<file path="src/pwm_shutdown_pkg.sv">
// constants and carrier types for the pwm auto-shutdown block
package pwm_shutdown_pkg;
  // register byte offsets
  localparam logic [7:0] OFF_SHUTDOWN   = 8'h00;
  localparam logic [7:0] OFF_RESTART    = 8'h04;
  localparam logic [7:0] OFF_PWM_PERIOD = 8'h08;
  localparam logic [7:0] OFF_IRQ_STATUS = 8'h0c;
  localparam logic [7:0] OFF_IRQ_MASK   = 8'h10;
  localparam logic [7:0] OFF_PIN_STATE  = 8'h14;
  // auto_shutdown_control field positions, then the restart enable bit of the restart register
  localparam int unsigned BIT_FLAG     = 7;
  localparam int unsigned BIT_SRC_HI   = 6;
  localparam int unsigned BIT_SRC_LO   = 4;
  localparam int unsigned BIT_AC_HI    = 3;
  localparam int unsigned BIT_AC_LO    = 2;
  localparam int unsigned BIT_BD_HI    = 1;
  localparam int unsigned BIT_BD_LO    = 0;
  localparam int unsigned BIT_RESTART  = 7;
  // interrupt status bits
  localparam int unsigned IRQ_SHUTDOWN = 0;
  localparam int unsigned IRQ_RESUME   = 1;
  localparam int unsigned IRQ_W        = 2;
  // reset values
  localparam logic [2:0]  SRC_RESET     = 3'h0;
  localparam logic [1:0]  PAIR_RESET    = 2'h0;
  localparam logic [15:0] PERIOD_RESET  = 16'h00ff;
  // pair shutdown state codes
  localparam logic [1:0]  PAIR_LOW  = 2'h0;
  localparam logic [1:0]  PAIR_HIGH = 2'h1;
  // ahb transfer codes
  localparam logic [1:0]  HTRANS_NONSEQ = 2'h2;
  localparam logic [2:0]  HSIZE_WORD    = 3'h2;

  typedef struct packed {
    logic       flag;
    logic [2:0] src;
    logic [1:0] ac;
    logic [1:0] bd;
  } shutdown_ctrl_t;

  typedef struct packed {
    logic fault_n;
    logic cmp_one;
    logic cmp_two;
  } shutdown_src_t;
endpackage

</file>
<file path="src/pwm_auto_shutdown_control.sv">
// auto-shutdown control of the enhanced pwm unit with ahb-lite registers
//
// Notes on behaviour
// [RULE_01] selected event sets flag; flag high forces outputs to shutdown state
// [RULE_02] source select 000 disables auto-shutdown; a software write can still set flag
// [RULE_03] 001 comparator one, 010 comparator two, 011 either comparator high
// [RULE_04] 100 shuts down only on low fault pin
// [RULE_05] 101/110/111 low fault pin or comparator one/two/either high
// [RULE_06] pair a/c: 1x tri-state, 01 drive high, 00 drive low
// [RULE_07] pair b/d: 1x tri-state, 01 drive high, 00 drive low
// [RULE_08] condition is level-based; shutdown lasts while level present
// [RULE_09] software writes to flag ignored while condition present
// [RULE_10] auto-restart clears flag when event goes; else software clears
// [RULE_11] pwm resumes only at start of next pwm period
// [RULE_12] fault and comparator inputs are two-flop synchronised first
`timescale 1ns/1ns
`default_nettype none
module pwm_auto_shutdown_control #(
  parameter int unsigned PERIOD_W = 16
) (
  input  wire logic        core_clk,
  input  wire logic        rst,
  input  wire logic        hsel,
  input  wire logic [31:0] haddr,
  input  wire logic [1:0]  htrans,
  input  wire logic        hwrite,
  input  wire logic [2:0]  hsize,
  input  wire logic [31:0] hwdata,
  input  wire logic        hready,
  output var  logic [31:0] hrdata,
  output var  logic        hreadyout,
  output var  logic        hresp,
  input  wire logic        fault_input_pin_n,
  input  wire logic        comparator_one_output,
  input  wire logic        comparator_two_output,
  input  wire logic [3:0]  pwm_drive,
  output var  logic        pwm_output_a,
  output var  logic        pwm_output_a_oe_n,
  output var  logic        pwm_output_b,
  output var  logic        pwm_output_b_oe_n,
  output var  logic        pwm_output_c,
  output var  logic        pwm_output_c_oe_n,
  output var  logic        pwm_output_d,
  output var  logic        pwm_output_d_oe_n,
  output var  logic        period_start,
  output var  logic        irq
);
  typedef enum logic [1:0] {RUN, SHUT, WAIT_PERIOD} sd_state_t;

  pwm_shutdown_pkg::shutdown_ctrl_t ctrl_r;
  pwm_shutdown_pkg::shutdown_src_t  src_async;
  pwm_shutdown_pkg::shutdown_src_t  src_sync;
  sd_state_t                        state_r;
  sd_state_t                        state_nxt;
  logic                             restart_en_r;
  logic [PERIOD_W-1:0]              period_r;
  logic [PERIOD_W-1:0]              cnt_r;
  logic [pwm_shutdown_pkg::IRQ_W-1:0] irq_stat_r;
  logic [pwm_shutdown_pkg::IRQ_W-1:0] irq_mask_r;
  logic [pwm_shutdown_pkg::IRQ_W-1:0] irq_set;
  logic                             wr_pend_r;
  logic [7:0]                       wr_addr_r;
  logic                             flag_nxt;

  // pin sampling, fault idles high
  assign src_async = '{fault_n: fault_input_pin_n, cmp_one: comparator_one_output,
                       cmp_two: comparator_two_output};
  sync_pair #(.W(3), .INIT(3'h4)) u_sync ( // [RULE_12]
    .core_clk (core_clk),
    .rst      (rst),
    .async_in (src_async),
    .sync_out (src_sync)
  );

  // source decode: bit2 selects fault, bits1:0 select comparators
  function automatic logic shutdown_cond(input logic [2:0] sel, input pwm_shutdown_pkg::shutdown_src_t s);
    logic fault_hit;
    logic cmp_hit;
    fault_hit = sel[2] && !s.fault_n;                         // [RULE_04] [RULE_05]
    cmp_hit   = (sel[0] && s.cmp_one) || (sel[1] && s.cmp_two); // [RULE_03] [RULE_05]
    return fault_hit || cmp_hit;                              // [RULE_02]
  endfunction

  wire cond = shutdown_cond(ctrl_r.src, src_sync); // [RULE_08]

  // bus decode
  wire        bus_req   = hsel && hready && (htrans == pwm_shutdown_pkg::HTRANS_NONSEQ) &&
                          (hsize == pwm_shutdown_pkg::HSIZE_WORD);
  wire        rd_req    = bus_req && !hwrite;
  wire [7:0]  req_off   = haddr[7:0];
  wire        wr_ctrl   = wr_pend_r && (wr_addr_r == pwm_shutdown_pkg::OFF_SHUTDOWN);
  wire        wr_rst    = wr_pend_r && (wr_addr_r == pwm_shutdown_pkg::OFF_RESTART);
  wire        wr_per    = wr_pend_r && (wr_addr_r == pwm_shutdown_pkg::OFF_PWM_PERIOD);
  wire        wr_mask   = wr_pend_r && (wr_addr_r == pwm_shutdown_pkg::OFF_IRQ_MASK);
  wire        rd_status = rd_req && (req_off == pwm_shutdown_pkg::OFF_IRQ_STATUS);
  wire        period_end = (cnt_r == period_r);

  // flag: hardware set wins; software write blocked while condition holds
  always_comb
  begin
    flag_nxt = ctrl_r.flag;
    if (wr_ctrl && !cond)                                    // [RULE_09]
      flag_nxt = hwdata[pwm_shutdown_pkg::BIT_FLAG];
    if (ctrl_r.flag && !cond && restart_en_r)                // [RULE_10]
      flag_nxt = 1'b0;
    if (cond)                                                // [RULE_01] [RULE_08]
      flag_nxt = 1'b1;
  end

  // output state machine
  always_comb
  begin
    state_nxt = state_r;
    case (state_r)
      RUN:         if (flag_nxt) state_nxt = SHUT;
      SHUT:        if (!flag_nxt) state_nxt = WAIT_PERIOD;
      WAIT_PERIOD:
      begin
        if (flag_nxt)
          state_nxt = SHUT;
        else if (period_end)                                 // [RULE_11]
          state_nxt = RUN;
      end
      default:     state_nxt = RUN;
    endcase
  end

  assign irq_set[pwm_shutdown_pkg::IRQ_SHUTDOWN] = flag_nxt && !ctrl_r.flag;
  assign irq_set[pwm_shutdown_pkg::IRQ_RESUME]   = (state_r == WAIT_PERIOD) && (state_nxt == RUN);

  wire shut_now = (state_nxt != RUN);

  // pin drive per pair field
  function automatic logic [1:0] pin_out(input logic [1:0] pss, input logic pwm, input logic shut);
    if (!shut)
      return {pwm, 1'b0};
    else if (pss[1])
      return {1'b0, 1'b1};
    else
      return {pss == pwm_shutdown_pkg::PAIR_HIGH, 1'b0};
  endfunction

  wire [1:0] pa = pin_out(ctrl_r.ac, pwm_drive[0], shut_now); // [RULE_06]
  wire [1:0] pc = pin_out(ctrl_r.ac, pwm_drive[2], shut_now); // [RULE_06]
  wire [1:0] pb = pin_out(ctrl_r.bd, pwm_drive[1], shut_now); // [RULE_07]
  wire [1:0] pd = pin_out(ctrl_r.bd, pwm_drive[3], shut_now); // [RULE_07]

  logic [31:0] rd_mux;
  always_comb
  begin
    rd_mux = 32'h0;
    case (req_off)
      pwm_shutdown_pkg::OFF_SHUTDOWN:   rd_mux[7:0] = ctrl_r;
      pwm_shutdown_pkg::OFF_RESTART:    rd_mux[pwm_shutdown_pkg::BIT_RESTART] = restart_en_r;
      pwm_shutdown_pkg::OFF_PWM_PERIOD: rd_mux[PERIOD_W-1:0] = period_r;
      pwm_shutdown_pkg::OFF_IRQ_STATUS: rd_mux[pwm_shutdown_pkg::IRQ_W-1:0] = irq_stat_r;
      pwm_shutdown_pkg::OFF_IRQ_MASK:   rd_mux[pwm_shutdown_pkg::IRQ_W-1:0] = irq_mask_r;
      pwm_shutdown_pkg::OFF_PIN_STATE:  rd_mux[2:0] = src_sync;
      default:                          rd_mux = 32'h0;
    endcase
  end

  // bus phase tracking and read data
  always_ff @(posedge core_clk or posedge rst)
  begin
    if (rst)
    begin
      wr_pend_r <= 1'b0;
      wr_addr_r <= 8'h00;
      hrdata    <= 32'h0;
    end
    else
    begin
      wr_pend_r <= bus_req && hwrite;
      wr_addr_r <= req_off;
      if (rd_req)
        hrdata <= rd_mux;
    end
  end

  // configuration registers
  always_ff @(posedge core_clk or posedge rst)
  begin
    if (rst)
    begin
      ctrl_r       <= '{flag: 1'b0, src: pwm_shutdown_pkg::SRC_RESET,
                        ac: pwm_shutdown_pkg::PAIR_RESET, bd: pwm_shutdown_pkg::PAIR_RESET};
      restart_en_r <= 1'b0;
      period_r     <= PERIOD_W'(pwm_shutdown_pkg::PERIOD_RESET);
      irq_mask_r   <= '0;
    end
    else
    begin
      ctrl_r.flag <= flag_nxt;
      if (wr_ctrl)
      begin
        ctrl_r.src <= hwdata[pwm_shutdown_pkg::BIT_SRC_HI:pwm_shutdown_pkg::BIT_SRC_LO];
        ctrl_r.ac  <= hwdata[pwm_shutdown_pkg::BIT_AC_HI:pwm_shutdown_pkg::BIT_AC_LO];
        ctrl_r.bd  <= hwdata[pwm_shutdown_pkg::BIT_BD_HI:pwm_shutdown_pkg::BIT_BD_LO];
      end
      if (wr_rst)
        restart_en_r <= hwdata[pwm_shutdown_pkg::BIT_RESTART];
      if (wr_per)
        period_r <= hwdata[PERIOD_W-1:0];
      if (wr_mask)
        irq_mask_r <= hwdata[pwm_shutdown_pkg::IRQ_W-1:0];
    end
  end

  // period counter, state, sticky status; set wins over read-clear
  always_ff @(posedge core_clk or posedge rst)
  begin
    if (rst)
    begin
      cnt_r      <= '0;
      state_r    <= RUN;
      irq_stat_r <= '0;
    end
    else
    begin
      cnt_r      <= period_end ? '0 : cnt_r + 1'b1;
      state_r    <= state_nxt;
      irq_stat_r <= (rd_status ? '0 : irq_stat_r) | irq_set;
    end
  end

  // registered outputs
  always_ff @(posedge core_clk or posedge rst)
  begin
    if (rst)
    begin
      pwm_output_a      <= 1'b0;
      pwm_output_a_oe_n <= 1'b1;
      pwm_output_b      <= 1'b0;
      pwm_output_b_oe_n <= 1'b1;
      pwm_output_c      <= 1'b0;
      pwm_output_c_oe_n <= 1'b1;
      pwm_output_d      <= 1'b0;
      pwm_output_d_oe_n <= 1'b1;
      period_start      <= 1'b0;
      irq               <= 1'b0;
    end
    else
    begin
      {pwm_output_a, pwm_output_a_oe_n} <= pa;
      {pwm_output_b, pwm_output_b_oe_n} <= pb;
      {pwm_output_c, pwm_output_c_oe_n} <= pc;
      {pwm_output_d, pwm_output_d_oe_n} <= pd;
      period_start <= period_end;
      irq          <= |(((rd_status ? '0 : irq_stat_r) | irq_set) & irq_mask_r);
    end
  end

  assign hreadyout = 1'b1;
  assign hresp     = 1'b0;

  // checks
  property p_flag_set;
    @(posedge core_clk) disable iff (rst)
    cond |=> ctrl_r.flag;
  endproperty
  a_flag_set: assert property (p_flag_set) else $error("flag not set by condition"); // [RULE_01]

  property p_disabled;
    @(posedge core_clk) disable iff (rst)
    (ctrl_r.src == 3'h0) |-> !cond;
  endproperty
  a_disabled: assert property (p_disabled) else $error("shutdown with source disabled"); // [RULE_02]

  property p_cmp_one;
    @(posedge core_clk) disable iff (rst)
    (ctrl_r.src == 3'h1 && src_sync.cmp_one) |-> cond;
  endproperty
  a_cmp_one: assert property (p_cmp_one) else $error("comparator one missed"); // [RULE_03]

  property p_fault_only;
    @(posedge core_clk) disable iff (rst)
    (ctrl_r.src == 3'h4) |-> (cond == !src_sync.fault_n);
  endproperty
  a_fault_only: assert property (p_fault_only) else $error("fault-only decode wrong"); // [RULE_04]

  property p_fault_or_two;
    @(posedge core_clk) disable iff (rst)
    (ctrl_r.src == 3'h6) |-> (cond == (!src_sync.fault_n || src_sync.cmp_two));
  endproperty
  a_fault_or_two: assert property (p_fault_or_two) else $error("fault or comparator two wrong"); // [RULE_05]

  property p_ac_tristate;
    @(posedge core_clk) disable iff (rst)
    (ctrl_r.flag && ctrl_r.ac[1] && $stable(ctrl_r.ac)) |=> (pwm_output_a_oe_n && pwm_output_c_oe_n);
  endproperty
  a_ac_tristate: assert property (p_ac_tristate) else $error("pair a/c not tri-stated"); // [RULE_06]

  property p_bd_high;
    @(posedge core_clk) disable iff (rst)
    (ctrl_r.flag && ctrl_r.bd == 2'h1 && $stable(ctrl_r.bd)) |=> (pwm_output_b && pwm_output_d && !pwm_output_b_oe_n);
  endproperty
  a_bd_high: assert property (p_bd_high) else $error("pair b/d not driven high"); // [RULE_07]

  property p_sw_blocked;
    @(posedge core_clk) disable iff (rst)
    (cond && ctrl_r.flag) |=> ctrl_r.flag;
  endproperty
  a_sw_blocked: assert property (p_sw_blocked) else $error("flag cleared under condition"); // [RULE_09]

  property p_auto_restart;
    @(posedge core_clk) disable iff (rst)
    (ctrl_r.flag && !cond && restart_en_r) |=> !ctrl_r.flag;
  endproperty
  a_auto_restart: assert property (p_auto_restart) else $error("auto-restart did not clear"); // [RULE_10]

  property p_resume_on_period;
    @(posedge core_clk) disable iff (rst)
    $rose(state_r == RUN) |-> $past(period_end);
  endproperty
  a_resume_on_period: assert property (p_resume_on_period) else $error("resumed mid-period"); // [RULE_11]

  property p_level_shut;
    @(posedge core_clk) disable iff (rst)
    (cond && ctrl_r.ac == pwm_shutdown_pkg::PAIR_LOW) |=> (!pwm_output_a && !pwm_output_a_oe_n && !pwm_output_c);
  endproperty
  a_level_shut: assert property (p_level_shut) else $error("pair a/c not held low under condition"); // [RULE_08]

  property p_sync_delay;
    @(posedge core_clk) disable iff (rst)
    src_sync == $past(src_async, 2);
  endproperty
  a_sync_delay: assert property (p_sync_delay) else $error("pin levels not two flops late"); // [RULE_12]

  property p_irq_level;
    @(posedge core_clk) disable iff (rst)
    ((irq_stat_r & irq_mask_r) != '0 && $stable(irq_mask_r)) |-> irq;
  endproperty
  a_irq_level: assert property (p_irq_level) else $error("interrupt low with unmasked status"); // [RULE_01]

  property p_shut_status;
    @(posedge core_clk) disable iff (rst)
    (cond && !ctrl_r.flag) |=> irq_stat_r[pwm_shutdown_pkg::IRQ_SHUTDOWN];
  endproperty
  a_shut_status: assert property (p_shut_status) else $error("shutdown status bit not set"); // [RULE_01]

  property p_sw_clear;
    @(posedge core_clk) disable iff (rst)
    (wr_ctrl && !cond && !restart_en_r && !hwdata[pwm_shutdown_pkg::BIT_FLAG]) |=> !ctrl_r.flag;
  endproperty
  a_sw_clear: assert property (p_sw_clear) else $error("software clear of flag lost"); // [RULE_10]
endmodule
`default_nettype wire

</file>
<file path="src/sync_pair.sv">
// two-flop synchroniser for a vector of asynchronous inputs
`timescale 1ns/1ns
`default_nettype none
module sync_pair #(
  parameter int unsigned W = 3,
  parameter logic [W-1:0] INIT = '0
) (
  input  wire logic         core_clk,
  input  wire logic         rst,
  input  wire logic [W-1:0] async_in,
  output var  logic [W-1:0] sync_out
);
  logic [W-1:0] meta_r;

  always_ff @(posedge core_clk or posedge rst)
  begin
    if (rst)
    begin
      meta_r   <= INIT;
      sync_out <= INIT;
    end
    else
    begin
      meta_r   <= async_in;
      sync_out <= meta_r;
    end
  end
endmodule
`default_nettype wire

</file>
<file path="config.mk">
export PLATFORM = sky130hd
export DESIGN_NAME = pwm_auto_shutdown_control
export DESIGN_NICKNAME = d
export VERILOG_FILES = /design/src/pwm_shutdown_pkg.sv /design/src/pwm_auto_shutdown_control.sv /design/src/sync_pair.sv
export SDC_FILE = /design/constraint.sdc
export NUM_CORES = 1
export LEC_CHECK = 0
export ABC_AREA = 1
export BUFFER_PORTS_ARGS = -buffer_cell sky130_fd_sc_hd__buf_2
export CAP_MARGIN = 20
export CORE_MARGIN = 2
export CORE_UTILIZATION = 35
export CTS_BUF_LIST = sky130_fd_sc_hd__clkbuf_4 sky130_fd_sc_hd__clkbuf_8
export CTS_CLUSTER_SIZE = 40
export DETAILED_ROUTE_END_ITERATION = 10
export GPL_TIMING_DRIVEN = 0
export PLACE_DENSITY = 0.68
export SYNTH_ARGS = -nofsm -noshare
export SYNTH_HDL_FRONTEND = slang
export SYNTH_SLANG_ARGS = --single-unit
</file>
<file path="constraint.sdc">
create_clock -name core_clk -period 3.2 [get_ports core_clk]
set_clock_uncertainty 0.15 [all_clocks]
set_input_delay 0.64 -clock core_clk [delete_from_list [all_inputs] [get_ports core_clk]]
set_output_delay 0.64 -clock core_clk [all_outputs]
set_load 0.1 [all_outputs]
</file>
==> key figures <==
Clock network
  – Clock transition at path regs: 0.09 ns
  – Num CTS Buffers: 9
  – CTS resizes: 0
  – Clk_lat worst skew: 0.37 ns
  – CTS Hold Bufs: 0
  – H-Tree Depth: 3
  – CTS Buffer Depth: 2
  – Post-CTS Setup Bufs: 0
  – Sink Count: 86
  – CTS tree: built
  – Root Buffer Master: clkbuf_8

Timing
  – Slew Viols, Final: 0
  – Final min period: 2.20 ns
  – Final setup viols: 0
  – Worst-Margin Slew: between 0.6 and 0.7 ns
  – Max Clock Freq: 454 MHz
  – RSZ-0062 raised after global routing: no
  – Final Hold Vio Count: 0
  – Period utilization: 0.688
  – Slew headroom: 0.595
  – Total negative slack: 0 ns

Critical path
  – Worst path buffer plus inverter count: 2
  – Worst R2R Path Depth: 7
  – Crit. End Element: primary output
  – R2R Setup Slk: 1.23 ns
  – CP max-delay cell: dfstp_2
  – WS Path Type: flop to primary output
  – Crit Path Max Fanout: 2
  – Critical Path Stages: 2
  – Critical Path RT: 2.41 ns
  – Startpoint type of the worst setup path: flop
  – CP cell instances: buf_4 > buf_2
  – Top cell family by delay on the critical path: flip-flops
  – Critical Path AT: 1.41 ns
  – Max incr delay on CP: 0.54 ns

Global route
  – Global-route wire length before repair: roughly 16 mm
  – Vias in the first global route: approximately 3500
  – GRT Resource Usage Total: 0.163
  – GR Util met2: 0.256
  – Grt total ovfl: 0
  – Met1 Use GR: 0.219
  – Initial antenna violation count: 0
  – Met3 global-route usage: 0.0343
  – Largest net degree at the start of global routing: 62
  – Most used routing layer: met2

Floorplan
  – Num rows: 39
  – Die width: between 100 and 150 um
  – I/O Pins: 125
  – Vert. Die Dim: 113 um
  – Starting Density: 0.362
  – Total core area: 11500 um2
  – Die area: 12700 um2

Power
  – Worst vdd ir: between 0.2 and 0.25 mV
  – Pleak: 2.73 nW
  – Pwr dens: 461 nW/um2

Layout
  – N_diodes: 0
  – Layout Utilization: 0.434
  – Area growth from synthesis to layout: 19.9%
  – Fill cells: 1154
  – Share of layout cells above drive strength 1: 0.231
  – Net count reported at finish: ~690

Route
  – Routed wire per std cell: 12.8 um
  – Initial detailed-routing violation count: ~240
  – Post-DR vias/cell: between 4 and 5
  – Drt first pass iters: 4
  – Routed WL: 9.63 mm
  – Antenna viol nets, final: 0
  – DRC Markers: 0
  – Vias: 3495

Yosys
  – Yosys Warn Count: 0
  – Netlist cell types: 33
  – Part of the Yosys area used for sequential elements: 0.523
  – Predominant post-synthesis flop cell: dfrtp_1
  – Seq cells post-synth: 86
  – Number of synthesized flops with an enable pin: 0
  – Mean Syn Cell Area: between 8 and 9 um2
  – Ys async rst share: 1.00
  – Synthesized instance count: 511
  – Post-Synthesis Cell Area: 4150 um2

Run status
  – Status: complete, no violations

Hold path
  – Worst hold path type: input port to asynchronous set/reset pin

Placed design
  – HPWL after DPL: around 7.3 mm
  – Final GP Congestion: 0.838
  – IO buf count: 66

Flow run
  – Max-Cap Viols: 0
==> metrics by stage <==
step	hold slack (ns)	total power [mW]	worst slack, ns	std cells	cell area [um2]
5_1_grt	0.112	2.38	0.941	753	4970
3_5_place_dp	0.186	1.45	0.737	737	4750
4_1_cts	0.0861	2.32	0.974	753	4970
2_1_floorplan	0.181	1.39	0.208	527	4210
3_3_place_gp	0.186	1.44	-0.762	736	4720
6_report	0.0915	2.29	0.998	753	4970
==> registers in the layout (all words and copies together), names as in the netlist <==
signal	count
pwm_output_b	1
hrdata	16
wr_pend_r	1
pwm_output_d	1
wr_addr_r	8
period_start	1
state_r	2
u_sync.sync_out	3
irq_mask_r	2
pwm_output_b_oe_n	1
irq	1
pwm_output_a	1
restart_en_r	1
ctrl_r	8
irq_stat_r	2
period_r	16
cnt_r	16
pwm_output_c	1
pwm_output_a_oe_n	1
u_sync.meta_r	3
==> kinds of logic after synthesis <==
| logic type | synth area share |
|---|---|
| simple gates | 0.249 |
| flops | 0.523 |
| xor+xnor | 0.0148 |
| fa+ha+maj | 0.00302 |
| other cells | 0.00181 |
| compound gates | 0.0957 |
| buf+inv | 0.113 |
==> final cells by class <==
type	instances	area, um2	area share
Multi-Input combinational cell	338	1570	0.316
Clock inverter	5	82.6	0.0166
Clock buffer	11	145	0.0292
Sequential cell	86	2170	0.436
Timing Repair Buffer	67	358	0.0719
Buffer	28	188	0.0377
Inverter	75	284	0.0571
Tap cell	143	179	0.0360
==> synthesized netlist by cell type (2+ instances only) <==
master | instances | share of area
nand3_1 | 18 | 0.022
nand4_1 | 4 | 0.0060
inv_2 | 6 | 0.0054
nor4_1 | 7 | 0.011
o21ai_0 | 38 | 0.046
a2bb2oi_1 | 2 | 0.0042
o22ai_1 | 4 | 0.0060
nand2_1 | 143 | 0.13
dfstp_2 | 12 | 0.076
conb_1 | 2 | 0.0018
nor2_1 | 44 | 0.040
nand3_2 | 2 | 0.0048
nand3b_1 | 2 | 0.0036
inv_1 | 68 | 0.062
nand2_2 | 5 | 0.0075
nor3_1 | 5 | 0.0060
xnor2_1 | 3 | 0.0063
a21oi_1 | 24 | 0.029
buf_4 | 22 | 0.040
nor2_4 | 3 | 0.0081
xor2_1 | 4 | 0.0084
clkbuf_1 | 6 | 0.0054
nor2_2 | 4 | 0.0060
dfrtp_1 | 74 | 0.45
==> per-layer routing <==
metal  wire (um)  vias up
met1        4380     1631
met2        4490       88
met5           0        -
li1            -     1759
met3         569       17
met4         191        0
==> cell usage in the layout, fill, tap and decap left out, types with 2 or more instances in the layout <==
master and instances:
nand2_1 143, dfrtp_1 74, inv_1 67, buf_2 66, nor2_1 44, o21ai_0 38
a21oi_1 24, buf_4 22, nand3_1 18, conb_1 18, dfstp_2 12, clkbuf_8 10
nor4_1 7, clkbuf_1 6, inv_2 6, nand2_2 5, nor3_1 5, nand4_1 4
nor2_2 4, xor2_1 4, o22ai_1 4, nor2_4 3, xnor2_1 3, nand3_2 2
nand3b_1 2, a2bb2oi_1 2, bufinv_16 2, clkinv_4 2
==> path summary, 6_finish.rpt <==
path | start | to
worst max register to register | wr_addr_r[7]$_DFF_PP0_ | period_r[9]$_DFFE_PP0P_
max in group asynchronous | rst | u_sync.sync_out[2]$_DFF_PP1_
worst max-delay path | pwm_output_a_oe_n$_DFF_PP1_ | pwm_output_c_oe_n
min in group core_clk | u_sync.meta_r[1]$_DFF_PP0_ | u_sync.sync_out[1]$_DFF_PP0_
worst min-delay path | rst | ctrl_r[2]$_DFFE_PP0N_
worst min register to register | u_sync.meta_r[1]$_DFF_PP0_ | u_sync.sync_out[1]$_DFF_PP0_
==> report_power, final <==
group	total (mW)	internal, mW	switching (mW)
clock	0.862	0.471	0.391
combinational	0.304	0.0649	0.239
sequential	1.13	1.11	0.0126
total	2.29	1.65	0.643
(Power assumes the default switching activity.)
